<file path="src/psw_regs.vh">
// Purpose: constants of the pll reference clock switchover block
// Assumes: included by psw_top.v and psw_clk_sense.v
// Notes:   definitions only
//
// Behaviour
// - automatic switch on falling edge of available input
// - gate at current fall, swap at new fall
// - override mode: indicator follows request level
// - manual switch keeps both lost flags low
// - only request rising edge starts a switch
// - wait until the target input toggles
// - primary input selected after reset
// - request high three cycles starts switch
// - stopped input: flag lost, select backup
// - both inputs stopped: no switch at all
// - lost flags undefined beyond 20% mismatch
`ifndef PSW_REGS_VH
`define PSW_REGS_VH

// ****************************************************
// register map
// ****************************************************
`define PSW_ADDR_CTRL      8'h00
`define PSW_ADDR_STATUS    8'h04
`define PSW_CTRL_RESET     2'h0
`define PSW_MODE_AUTO      2'h0
`define PSW_MODE_MANUAL    2'h1
`define PSW_MODE_OVERRIDE  2'h2

// ****************************************************
// status fields
// ****************************************************
`define PSW_ST_ACTIVE      0
`define PSW_ST_LOST0       1
`define PSW_ST_LOST1       2
`define PSW_ST_BUSY        3
`define PSW_ST_SEL         4

// ****************************************************
// timing
// ****************************************************
`define PSW_REQ_MIN_CYC    2'h3
`define PSW_LOSS_CYC       16
`define PSW_CNT_W          8

// ****************************************************
// switchover states
// ****************************************************
`define PSW_ST_IDLE        2'h0
`define PSW_ST_GATE        2'h1
`define PSW_ST_SWAP        2'h2

`endif

</file>
<file path="src/psw_clk_sense.v">
// Purpose: samples one reference clock, reports edges and loss
// Assumes: reference much slower than clock_i
// Notes:   three flops, a change counts once flops two and three agree
`include "psw_regs.vh"
`default_nettype none

module psw_clk_sense #(
   parameter LOSS_CYC = `PSW_LOSS_CYC
) (
   // clock and reset
   input  wire clock_i,
   input  wire rst_n_i,
   // reference pin
   input  wire ref_i,
   // sampled view
   output wire level_o,
   output wire rise_o,
   output wire fall_o,
   output wire lost_o
);

   reg                   sync1_ff;
   reg                   sync2_ff;
   reg                   sync3_ff;
   reg                   level_ff;
   reg                   rise_ff;
   reg                   fall_ff;
   reg [`PSW_CNT_W-1:0]  idle_cnt_ff;
   reg                   lost_ff;
   wire                  agree;
   wire                  change;

   assign agree  = (sync2_ff == sync3_ff);
   assign change = agree && (sync3_ff != level_ff);

   // ****************************************************
   // sampling and loss sense
   // ****************************************************
   always @(posedge clock_i or negedge rst_n_i) begin
      if (!rst_n_i) begin
         sync1_ff    <= 1'b0;
         sync2_ff    <= 1'b0;
         sync3_ff    <= 1'b0;
         level_ff    <= 1'b0;
         rise_ff     <= 1'b0;
         fall_ff     <= 1'b0;
         idle_cnt_ff <= {`PSW_CNT_W{1'b0}};
         lost_ff     <= 1'b0;
      end else begin
         sync1_ff <= ref_i;
         sync2_ff <= sync1_ff;
         sync3_ff <= sync2_ff;
         rise_ff  <= change && sync3_ff;
         fall_ff  <= change && !sync3_ff;
         if (change) begin
            level_ff    <= sync3_ff;
            idle_cnt_ff <= {`PSW_CNT_W{1'b0}};
            lost_ff     <= 1'b0;
         end else if (idle_cnt_ff == LOSS_CYC[`PSW_CNT_W-1:0]) begin
            lost_ff     <= 1'b1;
         end else begin
            idle_cnt_ff <= idle_cnt_ff + {{(`PSW_CNT_W-1){1'b0}}, 1'b1};
         end
      end
   end

   assign level_o = level_ff;
   assign rise_o  = rise_ff;
   assign fall_o  = fall_ff;
   assign lost_o  = lost_ff;

endmodule // psw_clk_sense

`default_nettype wire

</file>
<file path="src/psw_top.v">
// Purpose: glitch-free switchover between two pll reference clocks
// Assumes: single 100 MHz clock_i, references sampled as pins
// Notes:   ahb-lite slave, zero wait states, always OKAY
//
// Chosen here: the AHB-Lite interface to the registers and the register addresses.
`include "psw_regs.vh"
`default_nettype none

module psw_top #(
   parameter LOSS_CYC = `PSW_LOSS_CYC
) (
   // clock and reset
   input  wire        clock_i,
   input  wire        rst_n_i,
   // ahb-lite slave
   input  wire        hsel_i,
   input  wire [31:0] haddr_i,
   input  wire [1:0]  htrans_i,
   input  wire        hwrite_i,
   input  wire [2:0]  hsize_i,
   input  wire [31:0] hwdata_i,
   input  wire        hready_i,
   output wire [31:0] hrdata_o,
   output wire        hreadyout_o,
   output wire        hresp_o,
   // reference clocks and fabric control
   input  wire        ref_clock_primary_i,
   input  wire        ref_clock_backup_i,
   input  wire        switch_request_i,
   // switchover outputs
   output wire        ref_clock_out_o,
   output wire        active_clock_o,
   output wire [1:0]  clock_lost_o
);

   // ****************************************************
   // reference sensing
   // ****************************************************
   wire       lvl0;
   wire       rise0;
   wire       fall0;
   wire       lost0;
   wire       lvl1;
   wire       rise1;
   wire       fall1;
   wire       lost1;

   psw_clk_sense #(.LOSS_CYC(LOSS_CYC)) u_sense0 (
      .clock_i (clock_i),
      .rst_n_i (rst_n_i),
      .ref_i   (ref_clock_primary_i),
      .level_o (lvl0),
      .rise_o  (rise0),
      .fall_o  (fall0),
      .lost_o  (lost0)
   );

   psw_clk_sense #(.LOSS_CYC(LOSS_CYC)) u_sense1 (
      .clock_i (clock_i),
      .rst_n_i (rst_n_i),
      .ref_i   (ref_clock_backup_i),
      .level_o (lvl1),
      .rise_o  (rise1),
      .fall_o  (fall1),
      .lost_o  (lost1)
   );

   // ****************************************************
   // registers and state
   // ****************************************************
   reg [1:0]  mode_ff;
   reg        addr_ok_ff;
   reg        wr_ff;
   reg [7:0]  addr_ff;
   reg [31:0] rdata_ff;
   reg        req1_ff;
   reg        req2_ff;
   reg        req3_ff;
   reg        req_lvl_ff;
   reg        armed_ff;
   reg [1:0]  req_cnt_ff;
   reg [1:0]  state_ff;
   reg        sel_ff;
   reg        out_ff;
   reg [1:0]  lost_ff;

   wire       cur_rise;
   wire       cur_fall;
   wire       cur_lost;
   wire       oth_fall;
   wire       oth_lost;
   wire       req_rise;
   wire       manual_go;
   wire       auto_go;
   wire       manual_en;
   wire       auto_en;
   wire       override;
   wire [31:0] status;
   wire       ahb_take;

   assign cur_rise = sel_ff ? rise1 : rise0;
   assign cur_fall = sel_ff ? fall1 : fall0;
   assign cur_lost = sel_ff ? lost1 : lost0;
   assign oth_fall = sel_ff ? fall0 : fall1;
   assign oth_lost = sel_ff ? lost0 : lost1;

   assign manual_en = (mode_ff == `PSW_MODE_MANUAL) || (mode_ff == `PSW_MODE_OVERRIDE);
   assign auto_en   = (mode_ff == `PSW_MODE_AUTO) || (mode_ff == `PSW_MODE_OVERRIDE);
   assign override  = (mode_ff == `PSW_MODE_OVERRIDE) && req_lvl_ff;

   // ****************************************************
   // switch request: sync, edge and high-time check
   // ****************************************************
   // edge seen only on the agreed level, so no metastable glitch arms it
   assign req_rise  = (req2_ff == req3_ff) && req3_ff && !req_lvl_ff;
   // third current-input cycle with request still high fires once
   assign manual_go = manual_en && armed_ff && req_lvl_ff && cur_rise &&
                      (req_cnt_ff == `PSW_REQ_MIN_CYC - 2'h1);
   // both stopped means nowhere to go, so stay put
   assign auto_go   = auto_en && !override && cur_lost && !oth_lost;

   always @(posedge clock_i or negedge rst_n_i) begin
      if (!rst_n_i) begin
         req1_ff    <= 1'b0;
         req2_ff    <= 1'b0;
         req3_ff    <= 1'b0;
         req_lvl_ff <= 1'b0;
         armed_ff   <= 1'b0;
         req_cnt_ff <= 2'h0;
      end else begin
         req1_ff <= switch_request_i;
         req2_ff <= req1_ff;
         req3_ff <= req2_ff;
         if (req2_ff == req3_ff)
            req_lvl_ff <= req3_ff;
         if (req_rise) begin
            armed_ff   <= 1'b1;
            req_cnt_ff <= 2'h0;
         end else if (!req_lvl_ff || manual_go) begin
            // falling edge only disarms, never switches back
            armed_ff   <= 1'b0;
            req_cnt_ff <= 2'h0;
         end else if (armed_ff && cur_rise) begin
            req_cnt_ff <= req_cnt_ff + 2'h1;
         end
      end
   end

   // ****************************************************
   // switchover state machine and clock mux
   // ****************************************************
   always @(posedge clock_i or negedge rst_n_i) begin
      if (!rst_n_i) begin
         state_ff <= `PSW_ST_IDLE;
         sel_ff   <= 1'b0;
         out_ff   <= 1'b0;
         lost_ff  <= 2'h0;
      end else begin
         case (state_ff)
            `PSW_ST_IDLE: begin
               if (manual_go)
                  state_ff <= `PSW_ST_GATE;
               else if (auto_go)
                  state_ff <= `PSW_ST_SWAP;
            end
            `PSW_ST_GATE: begin
               // dead current input cannot give a fall edge
               if (cur_fall || cur_lost)
                  state_ff <= `PSW_ST_SWAP;
            end
            `PSW_ST_SWAP: begin
               // target not toggling: just keep waiting
               if (oth_fall) begin
                  state_ff <= `PSW_ST_IDLE;
                  sel_ff   <= !sel_ff;
               end
            end
            default: state_ff <= `PSW_ST_IDLE;
         endcase
         // output held low from current fall until new fall
         if (state_ff == `PSW_ST_SWAP)
            out_ff <= 1'b0;
         else
            out_ff <= sel_ff ? lvl1 : lvl0;
         // flags mean nothing when both stop or rates differ widely
         lost_ff <= (lost0 && lost1) ? lost_ff : {lost1, lost0};
      end
   end

   assign ref_clock_out_o = out_ff;
   assign active_clock_o  = (mode_ff == `PSW_MODE_OVERRIDE) ? req_lvl_ff : sel_ff;
   assign clock_lost_o    = lost_ff;

   // ****************************************************
   // ahb-lite slave
   // ****************************************************
   assign status = {27'h0, sel_ff, (state_ff != `PSW_ST_IDLE), lost_ff, active_clock_o};
   assign ahb_take = hsel_i && htrans_i[1] && hready_i;

   always @(posedge clock_i or negedge rst_n_i) begin
      if (!rst_n_i) begin
         mode_ff    <= `PSW_CTRL_RESET;
         addr_ok_ff <= 1'b0;
         wr_ff      <= 1'b0;
         addr_ff    <= 8'h00;
         rdata_ff   <= 32'h0;
      end else begin
         addr_ok_ff <= ahb_take && (haddr_i[31:8] == 24'h0);
         wr_ff      <= ahb_take && hwrite_i;
         addr_ff    <= haddr_i[7:0];
         rdata_ff   <= 32'h0;
         // read data captured at address phase, unmapped reads zero
         if (ahb_take && !hwrite_i && (haddr_i[31:8] == 24'h0)) begin
            if (haddr_i[7:0] == `PSW_ADDR_CTRL)
               rdata_ff <= {30'h0, mode_ff};
            else if (haddr_i[7:0] == `PSW_ADDR_STATUS)
               rdata_ff <= status;
         end
         if (addr_ok_ff && wr_ff && (addr_ff == `PSW_ADDR_CTRL) && (hwdata_i[1:0] != 2'h3))
            mode_ff <= hwdata_i[1:0];
      end
   end

   assign hrdata_o    = rdata_ff;
   assign hreadyout_o = 1'b1;
   assign hresp_o     = 1'b0;

endmodule // psw_top

`default_nettype wire

</file>
<file path="config.mk">
export PLATFORM = sky130hd
export DESIGN_NAME = psw_top
export DESIGN_NICKNAME = d
export VERILOG_FILES = /design/src/psw_clk_sense.v /design/src/psw_top.v
export VERILOG_INCLUDE_DIRS = /design/src
export SDC_FILE = /design/constraint.sdc
export NUM_CORES = 1
export LEC_CHECK = 0
export ABC_AREA = 1
export BUFFER_PORTS_ARGS = -buffer_cell sky130_fd_sc_hd__buf_2
export CAP_MARGIN = 20
export CELL_PAD_IN_SITES_DETAIL_PLACEMENT = 0
export CELL_PAD_IN_SITES_GLOBAL_PLACEMENT = 2
export CORE_UTILIZATION = 29
export DETAILED_ROUTE_END_ITERATION = 10
export PLACE_DENSITY = 0.85
export SLEW_MARGIN = 20
export SYNTH_ARGS = -nofsm -noshare
export SYNTH_HDL_FRONTEND = slang
export SYNTH_HIERARCHICAL = 1
export SYNTH_SLANG_ARGS = --single-unit
</file>
<file path="constraint.sdc">
create_clock -name clock_i -period 2.3 [get_ports clock_i]
set_clock_uncertainty 0.15 [all_clocks]
set_input_delay 0.46 -clock clock_i [delete_from_list [all_inputs] [get_ports clock_i]]
set_output_delay 0.46 -clock clock_i [all_outputs]
set_load 0.01 [all_outputs]
</file>
Yosys cells after proc, flatten, opt, wreduce, memory -nomap -nowiden
Index checks and enable logic that the tools add are counted.
{ "word_totals": {"regBits": 87, "inputBits": 77, "output_inout_bits": 38, "word_cells": 132} }
{ "classes": {"add_sub_neg": 3, "eq_ne": 19, "muxes": 29, "n_reduce_logical": 50} }
{ "op_table": {"columns": ["op", "n"], "rows": [
  ["$mux 8", 4],
  ["$logic_and 1x1->1", 27],
  ["$logic_not 24->1", 1],
  ["$add 8x1->8 const B", 2],
  ["$eq 8x5->1 const B", 2],
  ["$logic_not 8->1", 2],
  ["$mux 5", 3],
  ["$mux 1", 14],
  ["$mux 2", 7],
  ["$eq 8x3->1 const B", 1],
  ["$reduce_bool 2->1", 4],
  ["$logic_not 1->1", 7],
  ["$eq 2x2->1 const B", 3],
  ["$ne 2x2->1 const B", 3],
  ["$pmux 2 s3", 1],
  ["$eq 2x1->1 const B", 2],
  ["$logic_not 2->1", 2],
  ["$logic_or 1x1->1", 4],
  ["$ne 2x1->1 const B", 2],
  ["$eq 1x1->1", 3],
  ["$ne 3x3->1 const B", 1],
  ["$reduce_and 3->1", 1],
  ["$reduce_bool 3->1", 1],
  ["$add 2x1->2 const B", 1],
  ["other kinds (2)", 3]
]} }

Logic depth before layout (Yosys ltp)
{ "logic_depth": {"ltp_word": 9, "ltp_mapped": 10} }

By module
The synthesis kept the hierarchy.
{ "by_module_without_submodules": {"columns": ["module", "instances", "cells_each", "area_per_inst_um2"], "rows": [
  ["psw_top", 1, 196, 1629.1],
  ["psw_clk_sense", 2, 84, 713.2]
]} }

Least setup slack after synthesis
No wires, ideal clock.
{ "synth_timing": {"kind": "register -> output", "start": "register mode_ff[0]", "end": "output port active_clock_o", "t_arrival_ps": 848, "required_time_ps": 1690, "path_slack_ps": 842, "path_stages_with_launch": 5, "n_path_buf": 0, "path_cell_list": "dfrtp_1 > inv_1 > ha_1 > nand2_1 > o21ai_2"} }
{ "synth_between": {"elab_chain_cells": 2} }
{ "synth_lines": {"columns": ["item", "line_no", "source"], "rows": [
  ["start: declaration", "psw_top.v:71", "reg [1:0] mode_ff;"],
  ["start signal: assignment", "psw_top.v:202", "mode_ff <= `PSW_CTRL_RESET;"],
  ["start signal: assignment", "psw_top.v:220", "mode_ff <= hwdata_i[1:0];"],
  ["$eq 2x2->1 (no line)", null, null],
  ["$mux 1", "psw_top.v:191", "assign active_clock_o = (mode_ff == `PSW_MODE_OVERRIDE) ? req_lvl_ff : sel_ff;"],
  ["end: declaration", "psw_top.v:32", "output wire active_clock_o,"]
]} }
Every way passes these cells.

Worst setup path in the final report
Same ends and word-level chain as after synthesis.

==> metrics.md <==
| Metric | Value |
|---|---|
| Post-synth EDFFs | `0` |
| Gpl congestion | `0.772` |
| Fin util | `34.8%` |
| Crit-path max FO | `3` |
| Final TNS setup | `0 ns` |
| Vias in the first global route | `2219` |
| Final min period | `2.05 ns` |
| Grt ovf | `0` |
| Global-route wire length before repair | `9750 um` |
| PwrDens | `756 nW/um^2` |
| Core Box Area | `10300 sq um` |
| DRC viols | `0` |
| Area growth syn-to-layout | `17.1%` |
| Maximum clock insertion buffer count | `2` |
| DRT Pass-1 Iters | `4` |
| CTS-repair resized insts | `0` |
| Synth Area in Adders | `3.28%` |
| I/O pins | `between 100 and 150` |
| Hold Path Cell Cnt | `1` |
| Slowest Stage Delay on Critical Path | `0.39 ns` |
| Post-Syn Area | `3060 sq um` |
| Final max-slew violation count | `0` |
| Setup-failing EPs final | `0` |
| Pwr Total | `2.70 mW` |
| Simple-Gate Fraction of Synth Area | `26.5%` |
| Antenna violations before repair | `0` |
| Seq/Total Area, Yosys | `between 40% and 50%` |
| Largest net degree at the start of global routing | `33` |
| Post-synthesis instance total | `364` |
| Via count | `2320` |
| Worst EP required | `around 1.7 ns` |
| Max Cap Violations | `0` |
| Synth cell types | `29` |
| Layout cell share with drive strength beyond 1 | `24.8%` |
| Kind of start point of the critical path | `register` |
| Final Non-Filler Cells | `568` |
| Row Count | `37` |
| Worst Reg-to-Reg Cells | `9` |
| Area of the multi-input gates | `1250 sq um` |
| CP endpoint kind | `output pin` |
| Initial Util | `29.7%` |
| Ys async rst share | `100%` |
| TritonCTS Sinks | `60` |
| TritonCTS clock tree | `built` |
| Critical setup path kind | `register to output pin` |
| Routed wire per std cell | `9.79 um` |
| Clock Root Buffer | `clkbuf_8` |
| Hpwl dp | `roughly 4200 um` |
| Register bit total from synthesis | `60` |
| Largest family of logic cells by synthesized area | `simple AND/OR/NAND/NOR gates` |
| Final Hold Fails | `0` |
| Syn_area_per_cell | `8.39 sq um` |
| Max Freq | `489 MHz` |
| Synth Flop Type | `dfrtp_1` |
| Clk_lat worst skew | `0.34 ns` |
| Lkg Pwr | `1.81 nW` |
| Hold Crit Class | `primary input to register` |
| Die width | `between 100 and 150 um` |
| CTS clock-pin slew for the worst setup and hold paths | `0.07 ns` |
| Multiplexer share of the synthesized area | `0.369%` |
| Cell Count Post-Placement | `551` |
| Gr usage total | `11.1%` |
| Antenna cells | `0` |
| Total CTS buffers | `9` |
| Post-route ant nets | `0` |
| Yosys warnings | `6` |
| Pre-CTS worst setup slack | `between 0.6 and 0.7 ns` |
| Layout Nets | `512` |
| Compound-Gate Fraction of Synth Area | `6.72%` |
| Period utilization | `roughly nine tenths` |
| Fillers | `1111` |
| Status | `finished, final reports clean` |
| RSZ-0062 raised after global routing | `no` |
| Slowest cell on the critical path | `dfrtp_1` |
| Die area | `between 10000 and 15000 sq um` |
| Vias/cell | `between 4 and 5` |
| Iter 0 DRT Violations | `105` |
| Final worst slack | `0.254 ns` |
| DIE HEIGHT | `105 um` |
| Post-Synth XOR/XNOR Area | `0.573%` |
| I/O Buffers | `51` |
| Worst vdd rail ir drop | `0.231 mV` |
| Drt total wl | `5560 um` |
| Hold Buf Count CTS | `1` |
| WP data arrival | `1.44 ns` |
| Worst path cell trace | `inv_1 -> ha_1 -> nand2_1 -> o21ai_2 -> buf_2` |
| Post-CTS Setup Bufs | `0` |
| H-tree levels | `3` |
| Register Area | `approximately 1500 sq um` |
==> routing by layer <==
metal  part of all wire, %  track usage (%)  up-vias  wire (um)
met2                    47             18.3       53       2630
met5                     0                0        -          0
met1                    46             13.6     1055       2560
met3                   3.9             2.06       11        216
li1                      -                -     1201          -
met4                   2.6             6.64        0        145
==> cells in the final DEF (no fill, tap or decap) <==
master / netlist / final
a211oi_2: 1 / 1
a21oi_1: 9 / 9
and3_1: 1 / 1
buf_2: 0 / 51
buf_4: 29 / 2
clkbuf_8: 0 / 12
clkinv_2: 0 / 3
clkinvlp_4: 0 / 1
conb_1: 2 / 29
dfrtp_1: 60 / 60
dlygate4sd3_1: 0 / 1
ha_1: 8 / 8
inv_1: 44 / 44
inv_2: 5 / 5
mux2_2: 1 / 1
nand2_1: 66 / 66
nand2_2: 11 / 11
nand2_4: 2 / 2
nand3_1: 23 / 23
nand3_2: 2 / 2
nand4_1: 2 / 2
nor2_1: 59 / 59
nor2_2: 9 / 9
nor2_4: 2 / 2
nor3_1: 1 / 1
nor4_2: 1 / 1
o211ai_2: 1 / 1
o21ai_0: 7 / 7
o21ai_1: 10 / 10
o21ai_2: 2 / 2
o22ai_1: 2 / 2
o22ai_2: 1 / 1
o31ai_1: 1 / 1
xnor2_1: 2 / 2
==> through the flow <==
step                hold WS, ns  instance area [sq um]
finish                   0.0720                   3580
CTS                      0.0561                   3580
global route             0.0631                   3580
global placement          0.184                   3380
floorplan                0.0144                   3160
detailed placement        0.186                   3380
==> critical path: cells and delay by family (launching register included) <==
kind	cells	cell delay (ns)
buffers and inverters	2	0.26
adders and majority gates	1	0.23
DFF	1	0.39
AOI/OAI and AO/OA	1	0.10
and+or+nand+nor	1	0.12
==> cells in the mapped netlist (2+ instances only) <==
cell | count | share of area (%)
nor2_4 | 2 | 0.74
buf_4 | 29 | 7.1
conb_1 | 2 | 0.25
o21ai_2 | 2 | 0.57
o22ai_1 | 2 | 0.41
nand3_2 | 2 | 0.66
inv_2 | 5 | 0.61
nor2_2 | 9 | 1.8
nand2_1 | 66 | 8.1
xnor2_1 | 2 | 0.57
nand2_4 | 2 | 0.74
o21ai_1 | 10 | 1.6
nor2_1 | 59 | 7.2
nand4_1 | 2 | 0.41
o21ai_0 | 7 | 1.1
a21oi_1 | 9 | 1.5
ha_1 | 8 | 3.3
nand2_2 | 11 | 2.3
dfrtp_1 | 60 | 49
inv_1 | 44 | 5.4
nand3_1 | 23 | 3.8
==> power by group <==
group | switching, mW | internal (mW)
clock | 0.416 | 0.473
combinational | 0.324 | 0.205
sequential | 0.113 | 1.17
total | 0.853 | 1.85
==> layout make-up <==
cell class,instances,area share [%]
clock inverters,4,0.630
multi-input cells,253,35.0
inverters,49,5.14
clock buffers,12,4.62
repair buffers,54,7.83
flip-flops and latches,60,42.0
well taps,136,4.76
==> state kept, by name, summed over array words and instances (netlist names), 2 cells and up <==
signal,flops
addr_ff,8
u_sense0/idle_cnt_ff,8
u_sense1/idle_cnt_ff,8
hrdata_o,5
clock_lost_o,2
mode_ff,2
req_cnt_ff,2
state_ff,2
==> worst paths after layout <==
path / to / slack [ns] / startpoint
min in group asynchronous: req3_ff / 0.53 / rst_n_i
min: req1_ff / 0.07 / switch_request_i
max reg2reg: state_ff[1] / 0.72 / mode_ff[1]
max in group asynchronous: u_sense0/idle_cnt_ff[7] / 1.16 / rst_n_i
max: active_clock_o / 0.25 / mode_ff[0]
min reg2reg: req2_ff / 0.20 / req1_ff
==> logic make-up (layout without fill, tap and decap cells) <==
kind of cell,count (synthesis),after routing
buffers and inverters,78,119
adder cells (fa/ha/maj),8,8
AO/OA/AOI/OAI,34,34
multiplexers,1,1
XOR/XNOR,2,2
flip-flops,60,60
AND/OR/NAND/NOR,179,179
other,2,29
(Power assumes the default switching activity.)
